$ cat src/indicator_status_pkg.sv
// Constants, types and reset values of the indicator status monitor.
// Assumes a single 100 MHz clock and an asynchronous active-low reset.
package indicator_status_pkg;
  localparam int NUM_IND = 5;
  localparam int NUM_DI  = 8;
  localparam int NUM_SW  = 8;
  localparam int SRC_W   = 4;
  localparam int KIND_N  = 4;
  localparam int EVT_W   = NUM_IND * KIND_N;
  localparam int NAME_LEN = 32;
  localparam int CHAR_W  = 8;
  localparam int STAMP_W = 32;
  localparam int IND_W   = 3;
  localparam int POS_W   = 5;
  // ------------------------------------------------------------
  // Timing
  // ------------------------------------------------------------
  localparam int CLK_PERIOD_NS = 10;
  localparam int STAMP_RES_MS  = 1;
  localparam int NS_PER_MS     = 1000000;
  localparam int STAMP_CYCLES  =
    (STAMP_RES_MS * NS_PER_MS + CLK_PERIOD_NS - 1) / CLK_PERIOD_NS;
  localparam int DIV_W = $clog2(STAMP_CYCLES);
  // ------------------------------------------------------------
  // Reset values and encodings
  // ------------------------------------------------------------
  localparam logic [SRC_W-1:0] RST_SEL  = 4'h0;
  localparam logic [EVT_W-1:0] RST_KEEP = 20'hFFFFF;
  localparam logic [7:0] CH_I      = 8'h49;
  localparam logic [7:0] CH_N      = 8'h6E;
  localparam logic [7:0] CH_D      = 8'h64;
  localparam logic [7:0] CH_DIGIT0 = 8'h30;
  typedef enum logic [1:0] {ST_INTER, ST_OPEN, ST_CLOSED, ST_BAD} ind_state_t;
  typedef logic [NUM_IND-1:0][NAME_LEN-1:0][CHAR_W-1:0] name_array_t;
  function automatic name_array_t default_names();
    name_array_t n;
    n = '0;
    for (int i = 0; i < NUM_IND; i++) begin
      n[i][0] = CH_I;
      n[i][1] = CH_N;
      n[i][2] = CH_D;
      n[i][3] = 8'(CH_DIGIT0 + i + 1);
    end
    return n;
  endfunction
  localparam name_array_t NAME_RST = default_names();
endpackage

$ cat src/indicator_status_monitor.sv
// Indicator status monitor: five position indicators from selectable inputs.
// Assumes pins on I_DI are asynchronous and I_SW comes from the same clock.
`timescale 1ns/1ns
module indicator_status_monitor #(
  parameter int P_STAMP_CYCLES = indicator_status_pkg::STAMP_CYCLES
) (
  input  wire logic                                            I_CLK,
  input  wire logic                                            I_RST_B,
  input  wire logic [indicator_status_pkg::NUM_DI-1:0]         I_DI,
  input  wire logic [indicator_status_pkg::NUM_SW-1:0]         I_SW,
  input  wire logic                                            I_CFG_MODE,
  input  wire logic [indicator_status_pkg::NUM_IND*4-1:0]      I_OPEN_SEL,
  input  wire logic [indicator_status_pkg::NUM_IND*4-1:0]      I_CLOSE_SEL,
  input  wire logic [indicator_status_pkg::NUM_IND-1:0]        I_OPEN_INV,
  input  wire logic [indicator_status_pkg::NUM_IND-1:0]        I_CLOSE_INV,
  input  wire logic [indicator_status_pkg::EVT_W-1:0]          I_KEEP_ON,
  input  wire logic [indicator_status_pkg::EVT_W-1:0]          I_KEEP_OFF,
  input  wire logic                                            I_NAME_WE,
  input  wire logic [indicator_status_pkg::IND_W-1:0]          I_NAME_IND,
  input  wire logic [indicator_status_pkg::POS_W-1:0]          I_NAME_POS,
  input  wire logic [indicator_status_pkg::CHAR_W-1:0]         I_NAME_CHAR,
  output logic [indicator_status_pkg::CHAR_W-1:0]              O_NAME_CHAR,
  output logic [indicator_status_pkg::NUM_IND*2-1:0]           O_IND_STATE,
  output logic [indicator_status_pkg::EVT_W-1:0]               O_STATE_FLAGS,
  output logic                                                 O_EVT_VALID,
  output logic [indicator_status_pkg::EVT_W-1:0]               O_EVT_ON,
  output logic [indicator_status_pkg::EVT_W-1:0]               O_EVT_OFF,
  output logic [indicator_status_pkg::STAMP_W-1:0]             O_EVT_STAMP,
  output logic [indicator_status_pkg::STAMP_W-1:0]             O_TIME_MS
);
  import indicator_status_pkg::*;

  // ------------------------------------------------------------
  // State
  // ------------------------------------------------------------
  typedef struct packed {
    logic [NUM_DI-1:0]             s1;
    logic [NUM_DI-1:0]             s2;
    logic [NUM_DI-1:0]             s3;
    logic [NUM_DI-1:0]             di;
    logic [NUM_IND-1:0][SRC_W-1:0] open_sel;
    logic [NUM_IND-1:0][SRC_W-1:0] close_sel;
    logic [NUM_IND-1:0]            open_inv;
    logic [NUM_IND-1:0]            close_inv;
    logic [EVT_W-1:0]              keep_on;
    logic [EVT_W-1:0]              keep_off;
    logic [EVT_W-1:0]              flags;
    logic                          primed;
    ind_state_t [NUM_IND-1:0]      ind;
    logic [DIV_W-1:0]              div;
    logic [STAMP_W-1:0]            ms;
    logic                          evt_valid;
    logic [EVT_W-1:0]              evt_on;
    logic [EVT_W-1:0]              evt_off;
    logic [STAMP_W-1:0]            evt_stamp;
    name_array_t                   names;
    logic [CHAR_W-1:0]             name_q;
  } state_t;

  state_t                    cur;
  state_t                    next_cur;
  logic [NUM_DI+NUM_SW-1:0]  src;
  logic [NUM_IND-1:0]        raw_open;
  logic [NUM_IND-1:0]        raw_close;
  ind_state_t [NUM_IND-1:0]  eval_state;
  logic [EVT_W-1:0]          eval_flags;
  logic [EVT_W-1:0]          rise;
  logic [EVT_W-1:0]          fall;

  assign src = {I_SW, cur.di};

  // ------------------------------------------------------------
  // Per-indicator evaluation
  // ------------------------------------------------------------
  for (genvar i = 0; i < NUM_IND; i++) begin : g_ind
    // Inversion lets one input drive both status lines
    assign raw_open[i]  = src[cur.open_sel[i]] ^ cur.open_inv[i];
    assign raw_close[i] = src[cur.close_sel[i]] ^ cur.close_inv[i];
    always_comb begin
      case ({raw_open[i], raw_close[i]})
        2'h2:    eval_state[i] = ST_OPEN;
        2'h1:    eval_state[i] = ST_CLOSED;
        2'h3:    eval_state[i] = ST_BAD;
        default: eval_state[i] = ST_INTER;
      endcase
    end
    assign eval_flags[i*KIND_N +: KIND_N] = 4'h1 << eval_state[i];

    open_state_a: assert property (@(posedge I_CLK) disable iff (!I_RST_B)
      (!I_CFG_MODE && raw_open[i] && !raw_close[i]) |=> cur.ind[i] == ST_OPEN)
      else $error("open input did not give open state");

    close_state_a: assert property (@(posedge I_CLK) disable iff (!I_RST_B)
      (!I_CFG_MODE && !raw_open[i] && raw_close[i]) |=> cur.ind[i] == ST_CLOSED)
      else $error("close input did not give closed state");

    inter_state_a: assert property (@(posedge I_CLK) disable iff (!I_RST_B)
      (!I_CFG_MODE && !raw_open[i] && !raw_close[i]) |=> cur.ind[i] == ST_INTER)
      else $error("no input active did not give intermediate");

    bad_state_a: assert property (@(posedge I_CLK) disable iff (!I_RST_B)
      (!I_CFG_MODE && raw_open[i] && raw_close[i]) |=> cur.ind[i] == ST_BAD)
      else $error("both inputs active did not give bad");

    shared_input_a: assert property (@(posedge I_CLK) disable iff (!I_RST_B)
      (cur.open_sel[i] == cur.close_sel[i] && cur.open_inv[i] != cur.close_inv[i])
      |-> raw_open[i] != raw_close[i])
      else $error("inverted shared input not complementary");

    one_hot_a: assert property (@(posedge I_CLK) disable iff (!I_RST_B)
      cur.primed |-> $onehot(cur.flags[i*KIND_N +: KIND_N])
                     && cur.flags[i*KIND_N + int'(cur.ind[i])])
      else $error("state signals not one per indicator");
  end

  assign rise = eval_flags & ~cur.flags & {EVT_W{cur.primed}};
  assign fall = ~eval_flags & cur.flags & {EVT_W{cur.primed}};

  // ------------------------------------------------------------
  // Next state
  // ------------------------------------------------------------
  always_comb begin
    next_cur = cur;
    // Pin synchroniser; a level counts once stages two and three agree
    next_cur.s1 = I_DI;
    next_cur.s2 = cur.s1;
    next_cur.s3 = cur.s2;
    for (int b = 0; b < NUM_DI; b++) begin
      if (cur.s2[b] == cur.s3[b]) begin
        next_cur.di[b] = cur.s3[b];
      end
    end
    // Millisecond time base for stamps
    if (cur.div == DIV_W'(P_STAMP_CYCLES - 1)) begin
      next_cur.div = '0;
      next_cur.ms  = cur.ms + 1'b1;
    end else begin
      next_cur.div = cur.div + 1'b1;
    end
    next_cur.evt_valid = 1'b0;
    next_cur.evt_on    = '0;
    next_cur.evt_off   = '0;
    if (I_CFG_MODE) begin
      // Setup is taken only here and frozen while monitoring runs
      next_cur.open_sel  = I_OPEN_SEL;
      next_cur.close_sel = I_CLOSE_SEL;
      next_cur.open_inv  = I_OPEN_INV;
      next_cur.close_inv = I_CLOSE_INV;
      next_cur.keep_on   = I_KEEP_ON;
      next_cur.keep_off  = I_KEEP_OFF;
      next_cur.primed    = 1'b0;
      if (I_NAME_WE && I_NAME_IND < IND_W'(NUM_IND)) begin
        next_cur.names[I_NAME_IND][I_NAME_POS] = I_NAME_CHAR;
      end
    end else begin
      // First pass after setup only learns the present state
      next_cur.ind    = eval_state;
      next_cur.flags  = eval_flags;
      next_cur.primed = 1'b1;
      next_cur.evt_on    = rise & cur.keep_on;
      next_cur.evt_off   = fall & cur.keep_off;
      next_cur.evt_valid = |((rise & cur.keep_on) | (fall & cur.keep_off));
      // Stamp only moves with an event so it stays readable afterwards
      if (next_cur.evt_valid) begin
        next_cur.evt_stamp = cur.ms;
      end
    end
    if (I_NAME_IND < IND_W'(NUM_IND)) begin
      next_cur.name_q = cur.names[I_NAME_IND][I_NAME_POS];
    end else begin
      next_cur.name_q = '0;
    end
  end

  always_ff @(posedge I_CLK or negedge I_RST_B) begin
    if (!I_RST_B) begin
      cur           <= '0;
      cur.open_sel  <= {NUM_IND{RST_SEL}};
      cur.close_sel <= {NUM_IND{RST_SEL}};
      cur.keep_on   <= RST_KEEP;
      cur.keep_off  <= RST_KEEP;
      cur.names     <= NAME_RST;
    end else begin
      cur <= next_cur;
    end
  end

  // ------------------------------------------------------------
  // Outputs: status, events, time and name read-back only, nothing drives the switch
  // ------------------------------------------------------------
  assign O_IND_STATE   = cur.ind;
  assign O_STATE_FLAGS = cur.flags;
  assign O_EVT_VALID   = cur.evt_valid;
  assign O_EVT_ON      = cur.evt_on;
  assign O_EVT_OFF     = cur.evt_off;
  assign O_EVT_STAMP   = cur.evt_stamp;
  assign O_TIME_MS     = cur.ms;
  assign O_NAME_CHAR   = cur.name_q;

  // ------------------------------------------------------------
  // Checks: events
  // ------------------------------------------------------------
  on_event_a: assert property (@(posedge I_CLK) disable iff (!I_RST_B)
    (!I_CFG_MODE && |(rise & cur.keep_on))
    |=> O_EVT_VALID && (O_EVT_ON == $past(rise & cur.keep_on)))
    else $error("on edge not reported");

  off_event_a: assert property (@(posedge I_CLK) disable iff (!I_RST_B)
    (!I_CFG_MODE && |(fall & cur.keep_off))
    |=> O_EVT_VALID && (O_EVT_OFF == $past(fall & cur.keep_off)))
    else $error("off edge not reported");

  evt_clear_a: assert property (@(posedge I_CLK) disable iff (!I_RST_B)
    !O_EVT_VALID |-> (O_EVT_ON == '0) && (O_EVT_OFF == '0))
    else $error("event bits set without a pulse");

  pulse_content_a: assert property (@(posedge I_CLK) disable iff (!I_RST_B)
    O_EVT_VALID |-> (O_EVT_ON | O_EVT_OFF) != '0)
    else $error("event pulse carries no edge");

  on_active_a: assert property (@(posedge I_CLK) disable iff (!I_RST_B)
    O_EVT_VALID |-> (O_EVT_ON & ~O_STATE_FLAGS) == '0)
    else $error("on event for an inactive state");

  off_inactive_a: assert property (@(posedge I_CLK) disable iff (!I_RST_B)
    O_EVT_VALID |-> (O_EVT_OFF & O_STATE_FLAGS) == '0)
    else $error("off event for an active state");

  edge_filter_a: assert property (@(posedge I_CLK) disable iff (!I_RST_B)
    O_EVT_VALID |-> ((O_EVT_ON & ~$past(cur.keep_on)) == '0)
                 && ((O_EVT_OFF & ~$past(cur.keep_off)) == '0))
    else $error("unselected edge stored");

  no_repeat_a: assert property (@(posedge I_CLK) disable iff (!I_RST_B)
    (!I_CFG_MODE && eval_flags == cur.flags) |=> !O_EVT_VALID)
    else $error("event without a state change");

  prime_quiet_a: assert property (@(posedge I_CLK) disable iff (!I_RST_B)
    (!I_CFG_MODE && !cur.primed) |=> !O_EVT_VALID)
    else $error("event on the priming pass");

  prime_learn_a: assert property (@(posedge I_CLK) disable iff (!I_RST_B)
    (!I_CFG_MODE && !cur.primed) |=> O_IND_STATE == $past(eval_state))
    else $error("priming pass did not learn the state");

  // ------------------------------------------------------------
  // Checks: time base
  // ------------------------------------------------------------
  stamp_value_a: assert property (@(posedge I_CLK) disable iff (!I_RST_B)
    O_EVT_VALID |-> O_EVT_STAMP == $past(cur.ms))
    else $error("event stamp not the event time");

  stamp_hold_a: assert property (@(posedge I_CLK) disable iff (!I_RST_B)
    !O_EVT_VALID |-> $stable(O_EVT_STAMP))
    else $error("event stamp moved without an event");

  ms_tick_a: assert property (@(posedge I_CLK) disable iff (!I_RST_B)
    (cur.div == DIV_W'(P_STAMP_CYCLES - 1)) |=> O_TIME_MS == $past(cur.ms) + 1'b1)
    else $error("millisecond count did not advance");

  ms_hold_a: assert property (@(posedge I_CLK) disable iff (!I_RST_B)
    (cur.div != DIV_W'(P_STAMP_CYCLES - 1)) |=> $stable(O_TIME_MS))
    else $error("millisecond count moved early");

  div_range_a: assert property (@(posedge I_CLK) disable iff (!I_RST_B)
    cur.div <= DIV_W'(P_STAMP_CYCLES - 1))
    else $error("millisecond divider out of range");

  // ------------------------------------------------------------
  // Checks: setup and names
  // ------------------------------------------------------------
  cfg_hold_a: assert property (@(posedge I_CLK) disable iff (!I_RST_B)
    !$past(I_CFG_MODE) |-> $stable(cur.open_sel) && $stable(cur.keep_on))
    else $error("setup changed while monitoring");

  inv_hold_a: assert property (@(posedge I_CLK) disable iff (!I_RST_B)
    !$past(I_CFG_MODE) |-> $stable(cur.open_inv) && $stable(cur.close_inv)
                        && $stable(cur.close_sel) && $stable(cur.keep_off))
    else $error("inversion or close setup changed while monitoring");

  sel_load_a: assert property (@(posedge I_CLK) disable iff (!I_RST_B)
    I_CFG_MODE |=> (cur.open_sel == $past(I_OPEN_SEL))
               && (cur.close_sel == $past(I_CLOSE_SEL)))
    else $error("selection not taken in configuration");

  keep_load_a: assert property (@(posedge I_CLK) disable iff (!I_RST_B)
    I_CFG_MODE |=> (cur.keep_on == $past(I_KEEP_ON))
               && (cur.keep_off == $past(I_KEEP_OFF)))
    else $error("edge selection not taken in configuration");

  cfg_freeze_a: assert property (@(posedge I_CLK) disable iff (!I_RST_B)
    I_CFG_MODE |=> $stable(O_IND_STATE) && $stable(O_STATE_FLAGS))
    else $error("state moved during configuration");

  cfg_no_event_a: assert property (@(posedge I_CLK) disable iff (!I_RST_B)
    I_CFG_MODE |=> !O_EVT_VALID)
    else $error("event during configuration");

  name_write_a: assert property (@(posedge I_CLK) disable iff (!I_RST_B)
    (I_CFG_MODE && I_NAME_WE && I_NAME_IND < IND_W'(NUM_IND))
    |=> cur.names[$past(I_NAME_IND)][$past(I_NAME_POS)] == $past(I_NAME_CHAR))
    else $error("name character not stored");

  name_keep_a: assert property (@(posedge I_CLK) disable iff (!I_RST_B)
    !I_CFG_MODE |=> $stable(cur.names))
    else $error("name changed while monitoring");

  name_read_a: assert property (@(posedge I_CLK) disable iff (!I_RST_B)
    (I_NAME_IND >= IND_W'(NUM_IND)) |=> O_NAME_CHAR == '0)
    else $error("name read outside indicators not zero");
endmodule

$ cat config.mk
export PLATFORM = sky130hd
export DESIGN_NAME = indicator_status_monitor
export DESIGN_NICKNAME = d
export VERILOG_FILES = /design/src/indicator_status_pkg.sv /design/src/indicator_status_monitor.sv
export SDC_FILE = /design/constraint.sdc
export NUM_CORES = 2
export LEC_CHECK = 0
export BUFFER_PORTS_ARGS = -buffer_cell sky130_fd_sc_hd__buf_2
export CELL_PAD_IN_SITES_DETAIL_PLACEMENT = 1
export CELL_PAD_IN_SITES_GLOBAL_PLACEMENT = 2
export CORE_MARGIN = 2
export CORE_UTILIZATION = 47
export CTS_BUF_LIST = sky130_fd_sc_hd__clkbuf_16
export CTS_CLUSTER_SIZE = 28
export DETAILED_ROUTE_END_ITERATION = 7
export PLACE_DENSITY = 0.88
export SETUP_SLACK_MARGIN = 0.4
export SLEW_MARGIN = 25
export SYNTH_ARGS = -nofsm -noshare
export SYNTH_HDL_FRONTEND = slang
export SYNTH_SLANG_ARGS = --single-unit
$ cat constraint.sdc
create_clock -name I_CLK -period 11.09 [get_ports I_CLK]
set_clock_uncertainty 0.05 [all_clocks]
set_input_delay 0 -clock I_CLK [delete_from_list [all_inputs] [get_ports I_CLK]]
set_output_delay 0 -clock I_CLK [all_outputs]
set_load 0.01 [all_outputs]
==> flow_summary_export.csv <==
group,metric,value,unit
synth,synthFlopType,"dfrtp_1",
floorplanning,rows,144,
timing,setup_viol,0,
flow_run,drv_cap,0,
timing,hold_violations,0,
clocking,clk_path_buf_depth,3,
worst_hold_path,hold-path-cell-count,6,
floorplanning,core,0.154,sq mm
clocking,cts_tree,"done",
synth,netlist_instances,5753,
synth,synth_common_cells,"dfrtp_1 (1451), mux2_2 (1418), nor2_1 (393)",
synth,synth_edf_count,0,
synth,synth_top_family_by_area,"multiplexers",
clocking,clk_pin_slew_worst_paths,0.06,ns
synth,synth_top_cell_by_area,"dfrtp_1",
synth,yosys_warnings,0,
clocking,insertion_delay,0.81,ns
global_routing,grt-ovfl-total,0,
synth,synth_fa_ha_area_share,0.144,%
power,p_int,9.22,mW
place,numPortBuffers,268,
critical_path,crit_buf_inv,1,
worst_hold_path,holdCritPathClass,"primary input to flip-flop",
synth,mappedNetlistNets,5881,
timing,fmax,221,MHz
timing,fin_ws,6.56,ns
routing,antenna_left,0,
routing,dr.pass1.iters,5,
layout,syn_to_final_growth,13.2,%
synth,yosys_register_bits,1563,
timing,final.period_utilization,40.9,%
global_routing,grt_max_degree,183,
synth,synth_xor_area_share,0.635,%
synth,async_flop_share,100,%
synth,synth.cell_area,0.0729,sq mm
place,placed_cells,7555,
power,cellPowerDensity,153,mW/mm^2
critical_path,cp_max_fo,33,
layout,drive_above_1_share,35.7,%
timing,rsz0062_at_grt,"false",
critical_path,crit_family,"multiplexers",
layout,stdcell_count,8111,
clocking,clkSinkCount,1563,
routing,wl_per_cell,28.8,um
synth,synth_most_common_cell,"dfrtp_1",
critical_path,path_class,"flip-flop to flip-flop",
clocking,post-cts-setup-buffer-count,0,
power,p_leak,38.5,nW
floorplanning,io_pins,269,
timing,worst_pin_slew,1.12,ns
layout,multi_input_area,0.0309,sq mm
layout,regArea,0.0393,sq mm
synth,ys_top_cells_by_area,"dfrtp_1 (50%), mux2_2 (22%), mux2i_1 (4.4%)",
critical_path,crit_top_cell,"mux4_2",
synth,synth-compound-area-share,8.51,%
layout,final_nets,6058,
floorplanning,dieHeight,398,um
critical_path,start_kind,"flip-flop",
global_routing,grt_pass1_vias,55400,
synth,synth.area.mux_share,28.1,%
routing,drc,0,
status,status,"completed",
timing,finalSetupTns,0,ns
synth,yosysSeqAreaShare,53.9,%
floorplanning,dieArea,0.158,sq mm
critical_path,endpoint_kind,"flip-flop",
critical_path,crit_cells,9,
power,power.switching,3.40,mW
global_routing,grt_pass1_wl,358,mm
synth,ys_types,73,
global_routing,track_usage,29.5,%
critical_path,path_cells,"mux4_2 > mux4_2 > xor2_1 > o21ai_0 > a221oi_1 > nand4b_1 > o31ai_4 > buf_4 > mux2_2",
critical_path,r2r_cells,9,
place,dp_slack,6.43,ns
synth,synth_top_cell_area_share,49.8,%
routing,vias_per_cell,6.22,
clocking,h-tree-depth,4,
critical_path,critPathRequiredTime,11.72,ns
global_routing,antenna_found_initial,7,
clocking,cts_root_buf,"clkbuf_16",
power,swShare,26.9,%
power,p_clk_share,41.2,%
clocking,cts_buffers,166,
routing,drt_iter0_markers,3557,
timing,relSlewSlack,25.0,%
place,gp_congestion,0.854,
critical_path,arrival,5.17,ns
routing,wirelength,234,mm
floorplanning,die_w,398,um
critical_path,crit_slowest_cell,"dfrtp_1",
timing,slew_violations,0,
clocking,ctsResizeCount,0,
synth,yosys.area_share.simple,4.77,%
routing,vias,50400,
power,combPwrFrac,10.4,%
place,dp_hpwl,134,mm
floorplanning,initial_core_util,47.3,%
power,pwr-share-seq,48.4,%
synth,synth.avg_cell_area,12.7,sq um
layout,nFillCells,15200,
timing,fin_crit,4.53,ns
critical_path,slowest_delay,0.63,ns
power,peakVddDrop,157,uV
==> metrics by stage <==
stage / util [%] / total power [mW] / area, sq um / hold slack (ns)
after floorplan: - / 6.87 / 72900 / -0.346
after global placement: 48.6 / 7.32 / 74900 / 0.0446
after detailed placement: 48.6 / 7.37 / 74900 / 0.0491
after CTS: 53.5 / 12.6 / 82400 / 0.0396
after global routing: 53.6 / 13.0 / 82500 / 0.127
final: 53.6 / 12.6 / 82500 / 0.129
==> kinds of logic after synthesis <==
| kind of cell | Yosys count |
|---|---|
| XOR/XNOR | 52 |
| flip-flops | 1563 |
| buffers and inverters | 610 |
| AO/OA/AOI/OAI | 930 |
| multiplexers | 1813 |
| AND/OR/NAND/NOR | 775 |
| adder cells (fa/ha/maj) | 10 |
==> cell usage in the layout (no fill, tap or decap), types with 8 or more instances in the layout <==
master / n
and3_1: 16
dfrtp_1: 1451
xor2_1: 15
buf_12: 11
nor2_1: 387
a21oi_1: 207
o21ai_0: 108
o2111ai_1: 9
dfstp_2: 112
mux2_2: 1418
dlygate4sd3_1: 246
nand4_1: 23
mux2_1: 29
nor4_1: 15
o22ai_1: 145
o211ai_1: 52
clkbuf_16: 168
nor3_1: 23
mux4_2: 44
buf_4: 73
o221ai_1: 88
a31oi_1: 18
a22oi_1: 232
mux2i_1: 322
o22a_1: 20
buf_2: 253
buf_6: 9
nand2b_1: 19
nand2_1: 145
clkinv_2: 16
nand3_1: 39
xnor2_1: 36
inv_1: 77
and2_1: 14
clkinv_1: 41
nor2b_1: 35
maj3_1: 8
==> area by class of cell <==
cell class / count / area share, %
Antenna cell: 3 / 0.00910
Clock buffer: 168 / 5.10
Clock inverter: 134 / 0.943
Inverter: 19 / 0.0864
Multi-Input combinational cell: 3580 / 37.4
Sequential cell: 1563 / 47.6
Tap cell: 2044 / 3.10
Timing Repair Buffer: 600 / 5.79
==> sequential cells by signal, summed over array words and instances (netlist names) <==
| signal | cells |
|---|---|
| O_EVT_OFF | 20 |
| O_EVT_ON | 20 |
| O_EVT_STAMP | 32 |
| O_EVT_VALID | 1 |
| O_IND_STATE | 10 |
| O_NAME_CHAR | 8 |
| O_STATE_FLAGS | 20 |
| O_TIME_MS | 32 |
| cur | 1420 |
==> worst min-delay path, stage by stage <==
cell,delay (ns)
buf_8,0.19
o211ai_1,0.26
o2111ai_1,0.14
o311ai_0,0.13
a21oi_1,0.08
nand4_1,0.09
==> metal layers <==
layer / part of all wire (%) / vias to the layer above / global-route usage, %
met5: 0.012 / - / 0
met4: 3.9 / 4 / 11.3
met3: 6.5 / 534 / 5.27
met2: 48 / 1845 / 48.2
met1: 42 / 26900 / 39.3
li1: - / 21200 / -
==> path summary, 6_finish.rpt <==
| kind | startpoint | endpoint | slack (ns) |
|---|---|---|---|
| max | cur[1535] | O_EVT_STAMP[0] | 6.56 |
| min | I_NAME_IND[2] | O_NAME_CHAR[5] | 0.13 |
| max reg2reg | cur[1535] | O_EVT_STAMP[0] | 6.56 |
| min reg2reg | cur[1562] | cur[1554] | 0.31 |
| max in group asynchronous | I_RST_B | cur[1087] | 8.48 |
| min in group asynchronous | I_RST_B | cur[1458] | 0.45 |
==> power groups by stage <==
stage | clock (mW) | sequential (mW) | combinational, mW
3_5_place_dp | 0 | 6.19 | 1.18
4_1_cts | 5.26 | 6.09 | 1.26
2_1_floorplan | 0 | 6.11 | 0.758
3_3_place_gp | 0 | 6.17 | 1.15
6_report | 5.20 | 6.11 | 1.31
5_1_grt | 5.52 | 6.13 | 1.39
==> timing repair <==
| item | 4_1_cts | 5_1_grt |
|---|---|---|
| hold endpoints to repair | 787 | 0 |
| hold buffers | 247 | 0 |
| setup endpoints to repair | 0 | 0 |
(Power assumes the default switching activity.)
